## config.mk

```make
export PLATFORM = sky130hd
export DESIGN_NAME = amp_diag_fault_status_bank
export DESIGN_NICKNAME = d
export VERILOG_FILES = /design/src/rtl/amp_status_pkg.sv /design/src/rtl/amp_diag_fault_status_bank.sv
export SDC_FILE = /design/constraint.sdc
export NUM_CORES = 1
export LEC_CHECK = 0
export BUFFER_PORTS_ARGS = -buffer_cell sky130_fd_sc_hd__buf_4
export CORE_MARGIN = 2
export CORE_UTILIZATION = 57
export DETAILED_ROUTE_END_ITERATION = 16
export PLACE_DENSITY = 0.81
export SLEW_MARGIN = 20
export SYNTH_ARGS = -nofsm -noshare
export SYNTH_HDL_FRONTEND = slang
export SYNTH_SLANG_ARGS = --single-unit
```

## constraint.sdc

```tcl
create_clock -name I_CLK -period 2.7 [get_ports I_CLK]
set_input_delay 0.27 -clock I_CLK [delete_from_list [all_inputs] [get_ports I_CLK]]
set_output_delay 0.27 -clock I_CLK [all_outputs]
set_load 0.005 [all_outputs]
```

## src/rtl/amp_status_pkg.sv

```systemverilog
// constants for the amplifier status bank: offsets, fields, resets
// assumes a byte-wide register pointer driven by the control port
package amp_status_pkg;

  // register offsets
  localparam logic [7:0] LOAD_DIAG_RESULT_CH3_CH4_OFS = 8'h0D;
  localparam logic [7:0] LINE_OUTPUT_DETECT_OFS       = 8'h0E;
  localparam logic [7:0] CHANNEL_STATE_REPORT_OFS     = 8'h0F;
  localparam logic [7:0] CHANNEL_FAULT_FLAGS_OFS      = 8'h10;
  localparam logic [7:0] GLOBAL_CLOCK_SUPPLY_OFS      = 8'h11;
  localparam logic [7:0] OVERTEMP_SHUTDOWN_OFS        = 8'h12;

  // reset values and the value read at unmapped offsets
  localparam logic [7:0] LOAD_DIAG_RESET     = 8'h00;
  localparam logic [7:0] LINE_DETECT_RESET   = 8'h00;
  localparam logic [7:0] CHANNEL_STATE_RESET = 8'h55;
  localparam logic [7:0] CHANNEL_FAULT_RESET = 8'h00;
  localparam logic [7:0] GLOBAL_FAULT_RESET  = 8'h00;
  localparam logic [7:0] OVERTEMP_RESET      = 8'h00;
  localparam logic [7:0] UNMAPPED_READ       = 8'h00;

  // field positions: load diagnostic nibble, ch3 high, ch4 low
  localparam int LOAD_DIAG_CH3_LSB  = 4;
  localparam int LOAD_DIAG_CH4_LSB  = 0;
  localparam int GROUND_SHORT_POS   = 3;
  localparam int SUPPLY_SHORT_POS   = 2;
  localparam int OPEN_LOAD_POS      = 1;
  localparam int SHORTED_LOAD_POS   = 0;
  // channel fault register
  localparam int OVERCURRENT_LSB    = 4;
  localparam int DC_FAULT_LSB       = 0;
  // global clock and supply register
  localparam int INVALID_CLOCK_POS  = 4;
  localparam int STAGE_OV_POS       = 3;
  localparam int BATTERY_OV_POS     = 2;
  localparam int STAGE_UV_POS       = 1;
  localparam int BATTERY_UV_POS     = 0;
  // overtemperature register
  localparam int OVERTEMP_SHUTDOWN_FLAG_GLOBAL_POS    = 4;
  localparam int OVERTEMP_SHUTDOWN_FLAG_CHANNEL_LSB   = 0;
  // width of each per-channel state field
  localparam int STATE_FIELD_W      = 2;

  // channel state codes
  typedef enum logic [1:0] {
    CH_PLAY     = 2'b00,
    CH_HIZ      = 2'b01,
    CH_MUTE     = 2'b10,
    CH_DC_DIAG  = 2'b11
  } ch_state_t;

  // control port sequencer states
  typedef enum logic [3:0] {
    ST_IDLE      = 4'b0000,
    ST_ADDR      = 4'b0001,
    ST_ADDR_ACK  = 4'b0010,
    ST_PTR       = 4'b0011,
    ST_PTR_ACK   = 4'b0100,
    ST_WRITE     = 4'b0101,
    ST_WRITE_ACK = 4'b0110,
    ST_READ      = 4'b0111,
    ST_READ_ACK  = 4'b1000
  } port_state_t;

endpackage : amp_status_pkg

```

## src/rtl/amp_diag_fault_status_bank.sv

```systemverilog
// read-only status bank of a four-channel amplifier behind a two-wire control port
// assumes I_SCL and I_SDA are already synchronous to I_CLK and glitch free;
// the pad combines O_SDA and O_SDA_OE into an open-drain wire
//
// Functional notes
// - load diagnostic byte at 0x0D, ch3 flags high nibble, ch4 low nibble.
// - ground-short flag is 1 when output was found shorted to ground.
// - supply-short flag is 1 when output was found shorted to supply.
// - open-load flag is 1 when no load was found on the channel.
// - shorted-load flag is 1 when the channel load was found shorted.
// - line detect byte at 0x0E, bits 3..0 channels 1..4, upper zero.
// - line detect bit is 1 when a line-level load was detected.
// - channel state byte at 0x0F, resets 0x55, two bits per channel.
// - state code 00 play, 01 high impedance, 10 muted, 11 diagnostics.
// - channel fault byte at 0x10, overcurrent high nibble, DC low nibble.
// - overcurrent flag is 1 when overcurrent was detected on channel.
// - DC fault flag is 1 when a DC offset fault was detected.
// - global fault byte at 0x11, clock and supply bits 4..0, rest zero.
// - invalid clock flag is 1 when incoming audio clocks are faulty.
// - overvoltage flags are 1 when the matching supply overvoltage is seen.
// - undervoltage flags are 1 when the matching supply undervoltage is seen.
// - overtemperature byte at 0x12, bit 4 global, bits 3..0 channels.
// - each shutdown flag is 1 when its overtemperature shutdown happened.
`timescale 1ns/100ps

module amp_diag_fault_status_bank
  import amp_status_pkg::*;
#(
  // bus address of the device; value is arbitrary
  parameter logic [6:0] DEVICE_ADDR = 7'h10
) (
  input  wire logic       I_CLK,
  input  wire logic       I_RESET,
  input  wire logic       I_SCL,
  input  wire logic       I_SDA,
  output logic            O_SDA,
  output logic            O_SDA_OE,
  input  wire logic [1:0] I_GROUND_SHORT_FLAG,
  input  wire logic [1:0] I_SUPPLY_SHORT_FLAG,
  input  wire logic [1:0] I_OPEN_LOAD_FLAG,
  input  wire logic [1:0] I_SHORTED_LOAD_FLAG,
  input  wire logic [3:0] I_LINE_OUTPUT_DETECT_BIT,
  input  wire logic [3:0] I_CH_HIZ,
  input  wire logic [3:0] I_CH_MUTED,
  input  wire logic [3:0] I_CH_DC_DIAG,
  input  wire logic [3:0] I_OVERCURRENT_FLAG,
  input  wire logic [3:0] I_DC_FAULT_FLAG,
  input  wire logic       I_INVALID_CLOCK,
  input  wire logic       I_STAGE_SUPPLY_OVERVOLTAGE_FLAG,
  input  wire logic       I_BATTERY_OVERVOLTAGE_FLAG,
  input  wire logic       I_STAGE_SUPPLY_UNDERVOLTAGE_FLAG,
  input  wire logic       I_BATTERY_UNDERVOLTAGE_FLAG,
  input  wire logic       I_OVERTEMP_SHUTDOWN_GLOBAL,
  input  wire logic [3:0] I_OVERTEMP_SHUTDOWN_FLAG
);

  typedef struct packed {
    port_state_t state;
    logic        scl_q;
    logic        sda_q;
    logic [2:0]  bitcnt;
    logic [7:0]  shreg;
    logic [7:0]  ptr;
    logic        rw;
    logic        half;
    logic        sda_oe;
    logic [7:0]  load_diag;
    logic [7:0]  line_det;
    logic [7:0]  ch_state;
    logic [7:0]  ch_fault;
    logic [7:0]  glob_fault;
    logic [7:0]  overtemp;
  } bank_st_t;

  localparam bank_st_t RESET_ST = '{
    state:      ST_IDLE,
    scl_q:      1'b1,
    sda_q:      1'b1,
    bitcnt:     3'h0,
    shreg:      8'h00,
    ptr:        8'h00,
    rw:         1'b0,
    half:       1'b0,
    sda_oe:     1'b0,
    load_diag:  LOAD_DIAG_RESET,
    line_det:   LINE_DETECT_RESET,
    ch_state:   CHANNEL_STATE_RESET,
    ch_fault:   CHANNEL_FAULT_RESET,
    glob_fault: GLOBAL_FAULT_RESET,
    overtemp:   OVERTEMP_RESET
  };

  bank_st_t   st;
  bank_st_t   next_st;
  logic [7:0] state_code;
  logic       scl_rise;
  logic       scl_fall;
  logic       start_cond;
  logic       stop_cond;
  logic [7:0] rx_byte;
  logic [7:0] rd_byte;

  // state encoding per channel
  // diagnostics outrank high impedance, which outranks mute
  genvar ch;
  generate
    for (ch = 0; ch < 4; ch++) begin : g_state
      // one driver per field slice, so no two processes share state_code
      assign state_code[(3-ch)*STATE_FIELD_W +: STATE_FIELD_W] =
        I_CH_DC_DIAG[3-ch] ? CH_DC_DIAG :
        I_CH_HIZ[3-ch]     ? CH_HIZ     :
        I_CH_MUTED[3-ch]   ? CH_MUTE    :
                             CH_PLAY;
    end
  endgenerate

  function automatic logic [7:0] read_mux(input logic [7:0] ofs, input bank_st_t s);
    logic [7:0] val;
    val = UNMAPPED_READ;
    case (ofs)
      LOAD_DIAG_RESULT_CH3_CH4_OFS: val = s.load_diag;
      LINE_OUTPUT_DETECT_OFS:       val = s.line_det;
      CHANNEL_STATE_REPORT_OFS:     val = s.ch_state;
      CHANNEL_FAULT_FLAGS_OFS:      val = s.ch_fault;
      GLOBAL_CLOCK_SUPPLY_OFS:      val = s.glob_fault;
      OVERTEMP_SHUTDOWN_OFS:        val = s.overtemp;
      default:                      val = UNMAPPED_READ;
    endcase
    return val;
  endfunction : read_mux

  assign scl_rise   = I_SCL & ~st.scl_q;
  assign scl_fall   = ~I_SCL & st.scl_q;
  assign start_cond = st.scl_q & I_SCL & st.sda_q & ~I_SDA;
  assign stop_cond  = st.scl_q & I_SCL & ~st.sda_q & I_SDA;
  assign rx_byte    = {st.shreg[6:0], I_SDA};
  assign rd_byte    = read_mux(st.ptr, st);

  always_comb begin
    next_st       = st;
    next_st.scl_q = I_SCL;
    next_st.sda_q = I_SDA;

    // status mirrors follow the analog detectors every cycle
    // load diagnostic layout
    next_st.load_diag[LOAD_DIAG_CH3_LSB + GROUND_SHORT_POS] = I_GROUND_SHORT_FLAG[1];
    next_st.load_diag[LOAD_DIAG_CH4_LSB + GROUND_SHORT_POS] = I_GROUND_SHORT_FLAG[0];
    next_st.load_diag[LOAD_DIAG_CH3_LSB + SUPPLY_SHORT_POS] = I_SUPPLY_SHORT_FLAG[1];
    next_st.load_diag[LOAD_DIAG_CH4_LSB + SUPPLY_SHORT_POS] = I_SUPPLY_SHORT_FLAG[0];
    next_st.load_diag[LOAD_DIAG_CH3_LSB + OPEN_LOAD_POS]    = I_OPEN_LOAD_FLAG[1];
    next_st.load_diag[LOAD_DIAG_CH4_LSB + OPEN_LOAD_POS]    = I_OPEN_LOAD_FLAG[0];
    next_st.load_diag[LOAD_DIAG_CH3_LSB + SHORTED_LOAD_POS] = I_SHORTED_LOAD_FLAG[1];
    next_st.load_diag[LOAD_DIAG_CH4_LSB + SHORTED_LOAD_POS] = I_SHORTED_LOAD_FLAG[0];
    next_st.line_det = {4'h0, I_LINE_OUTPUT_DETECT_BIT};
    next_st.ch_state = state_code;
    next_st.ch_fault = 8'h00;
    next_st.ch_fault[OVERCURRENT_LSB +: 4] = I_OVERCURRENT_FLAG;
    next_st.ch_fault[DC_FAULT_LSB +: 4]    = I_DC_FAULT_FLAG;
    // global clock and supply faults, reserved bits zero
    next_st.glob_fault = 8'h00;
    next_st.glob_fault[INVALID_CLOCK_POS] = I_INVALID_CLOCK;
    next_st.glob_fault[STAGE_OV_POS]      = I_STAGE_SUPPLY_OVERVOLTAGE_FLAG;
    next_st.glob_fault[BATTERY_OV_POS]    = I_BATTERY_OVERVOLTAGE_FLAG;
    next_st.glob_fault[STAGE_UV_POS]      = I_STAGE_SUPPLY_UNDERVOLTAGE_FLAG;
    next_st.glob_fault[BATTERY_UV_POS]    = I_BATTERY_UNDERVOLTAGE_FLAG;
    next_st.overtemp = 8'h00;
    next_st.overtemp[OVERTEMP_SHUTDOWN_FLAG_GLOBAL_POS]       = I_OVERTEMP_SHUTDOWN_GLOBAL;
    next_st.overtemp[OVERTEMP_SHUTDOWN_FLAG_CHANNEL_LSB +: 4] = I_OVERTEMP_SHUTDOWN_FLAG;

    if (start_cond) begin
      // repeated start keeps the pointer for a combined read
      next_st.state  = ST_ADDR;
      next_st.bitcnt = 3'h0;
      next_st.half   = 1'b0;
      next_st.sda_oe = 1'b0;
    end else if (stop_cond) begin
      next_st.state  = ST_IDLE;
      next_st.half   = 1'b0;
      next_st.sda_oe = 1'b0;
    end else begin
      case (st.state)
        ST_IDLE: begin
          next_st.sda_oe = 1'b0;
        end
        ST_ADDR, ST_PTR, ST_WRITE: begin
          if (scl_rise) begin
            next_st.shreg  = rx_byte;
            next_st.bitcnt = st.bitcnt + 3'h1;
            if (st.bitcnt == 3'h7) begin
              if (st.state == ST_ADDR) begin
                // other addresses are not ours: stay off the wire
                next_st.state = (rx_byte[7:1] == DEVICE_ADDR) ? ST_ADDR_ACK : ST_IDLE;
                next_st.rw    = rx_byte[0];
              end else if (st.state == ST_PTR) begin
                next_st.ptr   = rx_byte;
                next_st.state = ST_PTR_ACK;
              end else begin
                next_st.state = ST_WRITE_ACK;
              end
            end
          end
        end
        ST_ADDR_ACK, ST_PTR_ACK, ST_WRITE_ACK: begin
          if (scl_fall && !st.half) begin
            next_st.sda_oe = 1'b1;
            next_st.half   = 1'b1;
          end else if (scl_fall) begin
            next_st.half   = 1'b0;
            next_st.bitcnt = 3'h0;
            next_st.sda_oe = 1'b0;
            if (st.state == ST_ADDR_ACK && st.rw) begin
              next_st.state  = ST_READ;
              next_st.shreg  = rd_byte;
              next_st.sda_oe = ~rd_byte[7];
            end else if (st.state == ST_ADDR_ACK) begin
              next_st.state = ST_PTR;
            end else if (st.state == ST_PTR_ACK) begin
              next_st.state = ST_WRITE;
            end else begin
              // data byte dropped, pointer moves on
              next_st.state = ST_WRITE;
              next_st.ptr   = st.ptr + 8'h01;
            end
          end
        end
        ST_READ: begin
          if (scl_fall) begin
            if (st.bitcnt == 3'h7) begin
              next_st.sda_oe = 1'b0;
              next_st.state  = ST_READ_ACK;
              next_st.ptr    = st.ptr + 8'h01;
            end else begin
              next_st.bitcnt = st.bitcnt + 3'h1;
              next_st.shreg  = {st.shreg[6:0], 1'b0};
              next_st.sda_oe = ~st.shreg[6];
            end
          end
        end
        ST_READ_ACK: begin
          if (scl_rise) begin
            // not-acknowledge ends the read burst
            next_st.state = I_SDA ? ST_IDLE : ST_READ_ACK;
            next_st.half  = ~I_SDA;
          end else if (scl_fall && st.half) begin
            // pointer already advanced, so the current byte is the next one
            next_st.half   = 1'b0;
            next_st.bitcnt = 3'h0;
            next_st.state  = ST_READ;
            next_st.shreg  = rd_byte;
            next_st.sda_oe = ~rd_byte[7];
          end
        end
        default: begin
          next_st.state  = ST_IDLE;
          next_st.sda_oe = 1'b0;
        end
      endcase
    end
  end

  always_ff @(posedge I_CLK or posedge I_RESET) begin
    if (I_RESET) begin
      st <= RESET_ST;
    end else begin
      st <= next_st;
    end
  end

  // open drain: only ever pull low
  assign O_SDA    = 1'b0;
  assign O_SDA_OE = st.sda_oe;
endmodule : amp_diag_fault_status_bank

```

==> results.json <==
{
  "clock_latency_ps": 360,
  "internal_power_mw": 1.58,
  "cts_tree": "yes",
  "die_h_um": 81.6,
  "antenna_found_initial": 0,
  "finalSetupTns_ps": 0,
  "synthTopCellsByArea": "dfrtp_1 (43%), dfstp_2 (4.6%), a21oi_1 (3.6%)",
  "routed_wl_mm": 8.17,
  "hold_path.class": "in2reg",
  "detailed_place.area_um2": 3780,
  "synth_common_cells": "dfrtp_1 (59), nand2_1 (27), a21oi_1 (25)",
  "setup_viol": 0,
  "track_usage_pct": 26.9,
  "path_delay_family": "compound AO/OA/AOI/OAI gates",
  "cts.sinks": 65,
  "num_rows": 28,
  "syn_inst": 336,
  "relSlewSlack_pct": 58.2,
  "grt_first_pass_wirelength_mm": 13.2,
  "ys_ff_latch": 65,
  "status": "complete, no violations",
  "clkTransAtPathRegs_ps": 90,
  "drive_above_1_share_pct": 27.5,
  "critPathBufInv": 0,
  "ys_types": 75,
  "drtIter0Drc": 338,
  "synth_edf_count": 0,
  "path_cells": "o21bai_2 > a21o_1 > o22ai_2 > a211oi_4 > o31ai_1 > a32o_1",
  "dp_hpwl_mm": 5.92,
  "yosysMostFrequentCell": "dfrtp_1",
  "path_max_fanout": 16,
  "fin_crit_ps": 2450,
  "rsz0062_at_grt": "no",
  "post_cts_resized": 0,
  "ant_nets": 0,
  "synth_nets": 388,
  "synth-async-reset-ratio_pct": 100,
  "vdd_drop_max_v": 0.000424,
  "cp-end-kind": "flip-flop",
  "netlist.area_leader.share_pct": 43.0,
  "tightest_slew_ps": 627,
  "leakage_nw": 1.72,
  "seq_area_frac_synth_pct": 47.6,
  "hold_viol_final": 0,
  "syn_area_per_cell_um2": 10.2,
  "crit_slowest_cell": "dfrtp_1",
  "cp-start-kind": "flip-flop",
  "swShare_pct": 26.7,
  "crit_type": "reg2reg",
  "routed-via-count": 2867,
  "cpPeakStageDelay_ps": 570,
  "p_comb_share_pct": 9.6,
  "stdcell_area_um2": 4000,
  "syn_area_um2": 3430,
  "worstPathRequired_ps": 2950,
  "nets": 432,
  "cts.hold.buffers_added": 1,
  "io_buffers": 46,
  "powerDensity_nw_per_um2": 537,
  "avgRoutedWirePerCell_um": 17.8,
  "min_period_over_period_pct": 90.9,
  "h-tree-depth": 3,
  "synth-main-ff-cell": "dfrtp_1",
  "core_um2": 5890,
  "p_sw_uw": 574,
  "syn2layout_area_growth_pct": 16.6,
  "final-max-slew-violation-count": 0,
  "clk_path_buf_depth": 2,
  "power_frac_clock_pct": 41.2,
  "p_seq_share_pct": 49.2,
  "arrival_ps": 2710,
  "diodes": 0,
  "fmax_mhz": 408,
  "overflow": 0,
  "fp.dieW_um": 81.6,
  "grt_pass1_vias": 2685,
  "yosysTopAreaCell": "dfrtp_1",
  "die-area_um2": 6660,
  "start_util_pct": 58.3,
  "post-cts-setup-buffer-count": 0,
  "io_pins": 48,
  "clockRootBuffer": "clkbuf_8",
  "drc": 0,
  "ys_warn_count": 0,
  "skew_ps": 11.9,
  "cts_buffers": 9,
  "max_cap_violations": 0,
  "place.gp.congestion": 0.966,
  "avgViaCountPerCell": 6.23,
  "grt_max_degree": 28,
  "first_pass_iters": 5
}
==> worst paths after layout <==
| kind | startpoint | end | slack (ps) | cells after the start |
|---|---|---|---|---|
| setup / recovery | st[73] | st[73] | 250 | 6 |
| setup reg to reg | st[73] | st[73] | 250 | 6 |
| max in group asynchronous | I_RESET | st[24] | 1500 | 4 |
| min in group asynchronous | I_RESET | rx_byte[7] | 460 | 3 |
| hold / removal | I_BATTERY_OVERVOLTAGE_FLAG | st[10] | 10 | 1 |
| hold reg to reg | O_SDA_OE | O_SDA_OE | 530 | 1 |
==> cells in the final DEF, fill, tap and decap left out, drive strengths merged, types with 7 or more instances in the layout <==
master	n
nor3	7
nor2	20
buf	54
a222oi	7
a21oi	26
dfrtp	59
nand3	15
inv	15
o21ai	24
nand2	28
clkbuf	9
a31oi	8
==> sequential cells by signal, indices dropped and copies added (netlist names) <==
name / count
st: 57
rx_byte: 7
O_SDA_OE: 1
==> routing by layer <==
layer / global-route usage (%) / vias up / wire length, um / part of all wire (%)
met5: 0 / - / 0 / 0
met1: 36.1 / 1372 / 3450 / 42
li1: - / 1333 / - / -
met2: 42.5 / 141 / 3910 / 48
met4: 12.0 / 0 / 212 / 2.6
met3: 5.16 / 21 / 595 / 7.3
==> stage by stage <==
stage	util [%]	hold WS, ps	setup WS [ps]	power [mW]	instances
after floorplan	-	274	604	1.19	336
after global placement	64.3	293	384	1.27	443
after detailed placement	64.3	308	281	1.28	443
after CTS	68.0	11.0	251	2.16	460
after global routing	68.0	4.54	62.0	2.24	460
final	68.0	13.8	247	2.15	460
==> final cells by class <==
type / instances / area (um2)
Clock buffer: 9 / 124
Clock inverter: 7 / 85.1
Fill cell: 478 / 1880
Inverter: 11 / 41.3
Multi-Input combinational cell: 238 / 1610
Sequential cell: 65 / 1630
Tap cell: 75 / 93.8
Timing Repair Buffer: 55 / 415
==> cell families after synthesis <==
group | synth area share [%]
other cells | 0.109
flops | 47.6
buf+inv | 5.50
compound gates | 25.8
fa+ha+maj | 2.19
mux | 2.59
xor+xnor | 0.510
simple gates | 15.7
==> power by group through the flow <==
stage / combinational, mW / clock, mW / sequential (mW)
2_1_floorplan: 0.127 / 0 / 1.06
3_3_place_gp: 0.199 / 0 / 1.07
3_5_place_dp: 0.204 / 0 / 1.08
4_1_cts: 0.206 / 0.896 / 1.06
5_1_grt: 0.227 / 0.945 / 1.06
6_report: 0.206 / 0.886 / 1.06
Power figures use the tool's default switching activity.
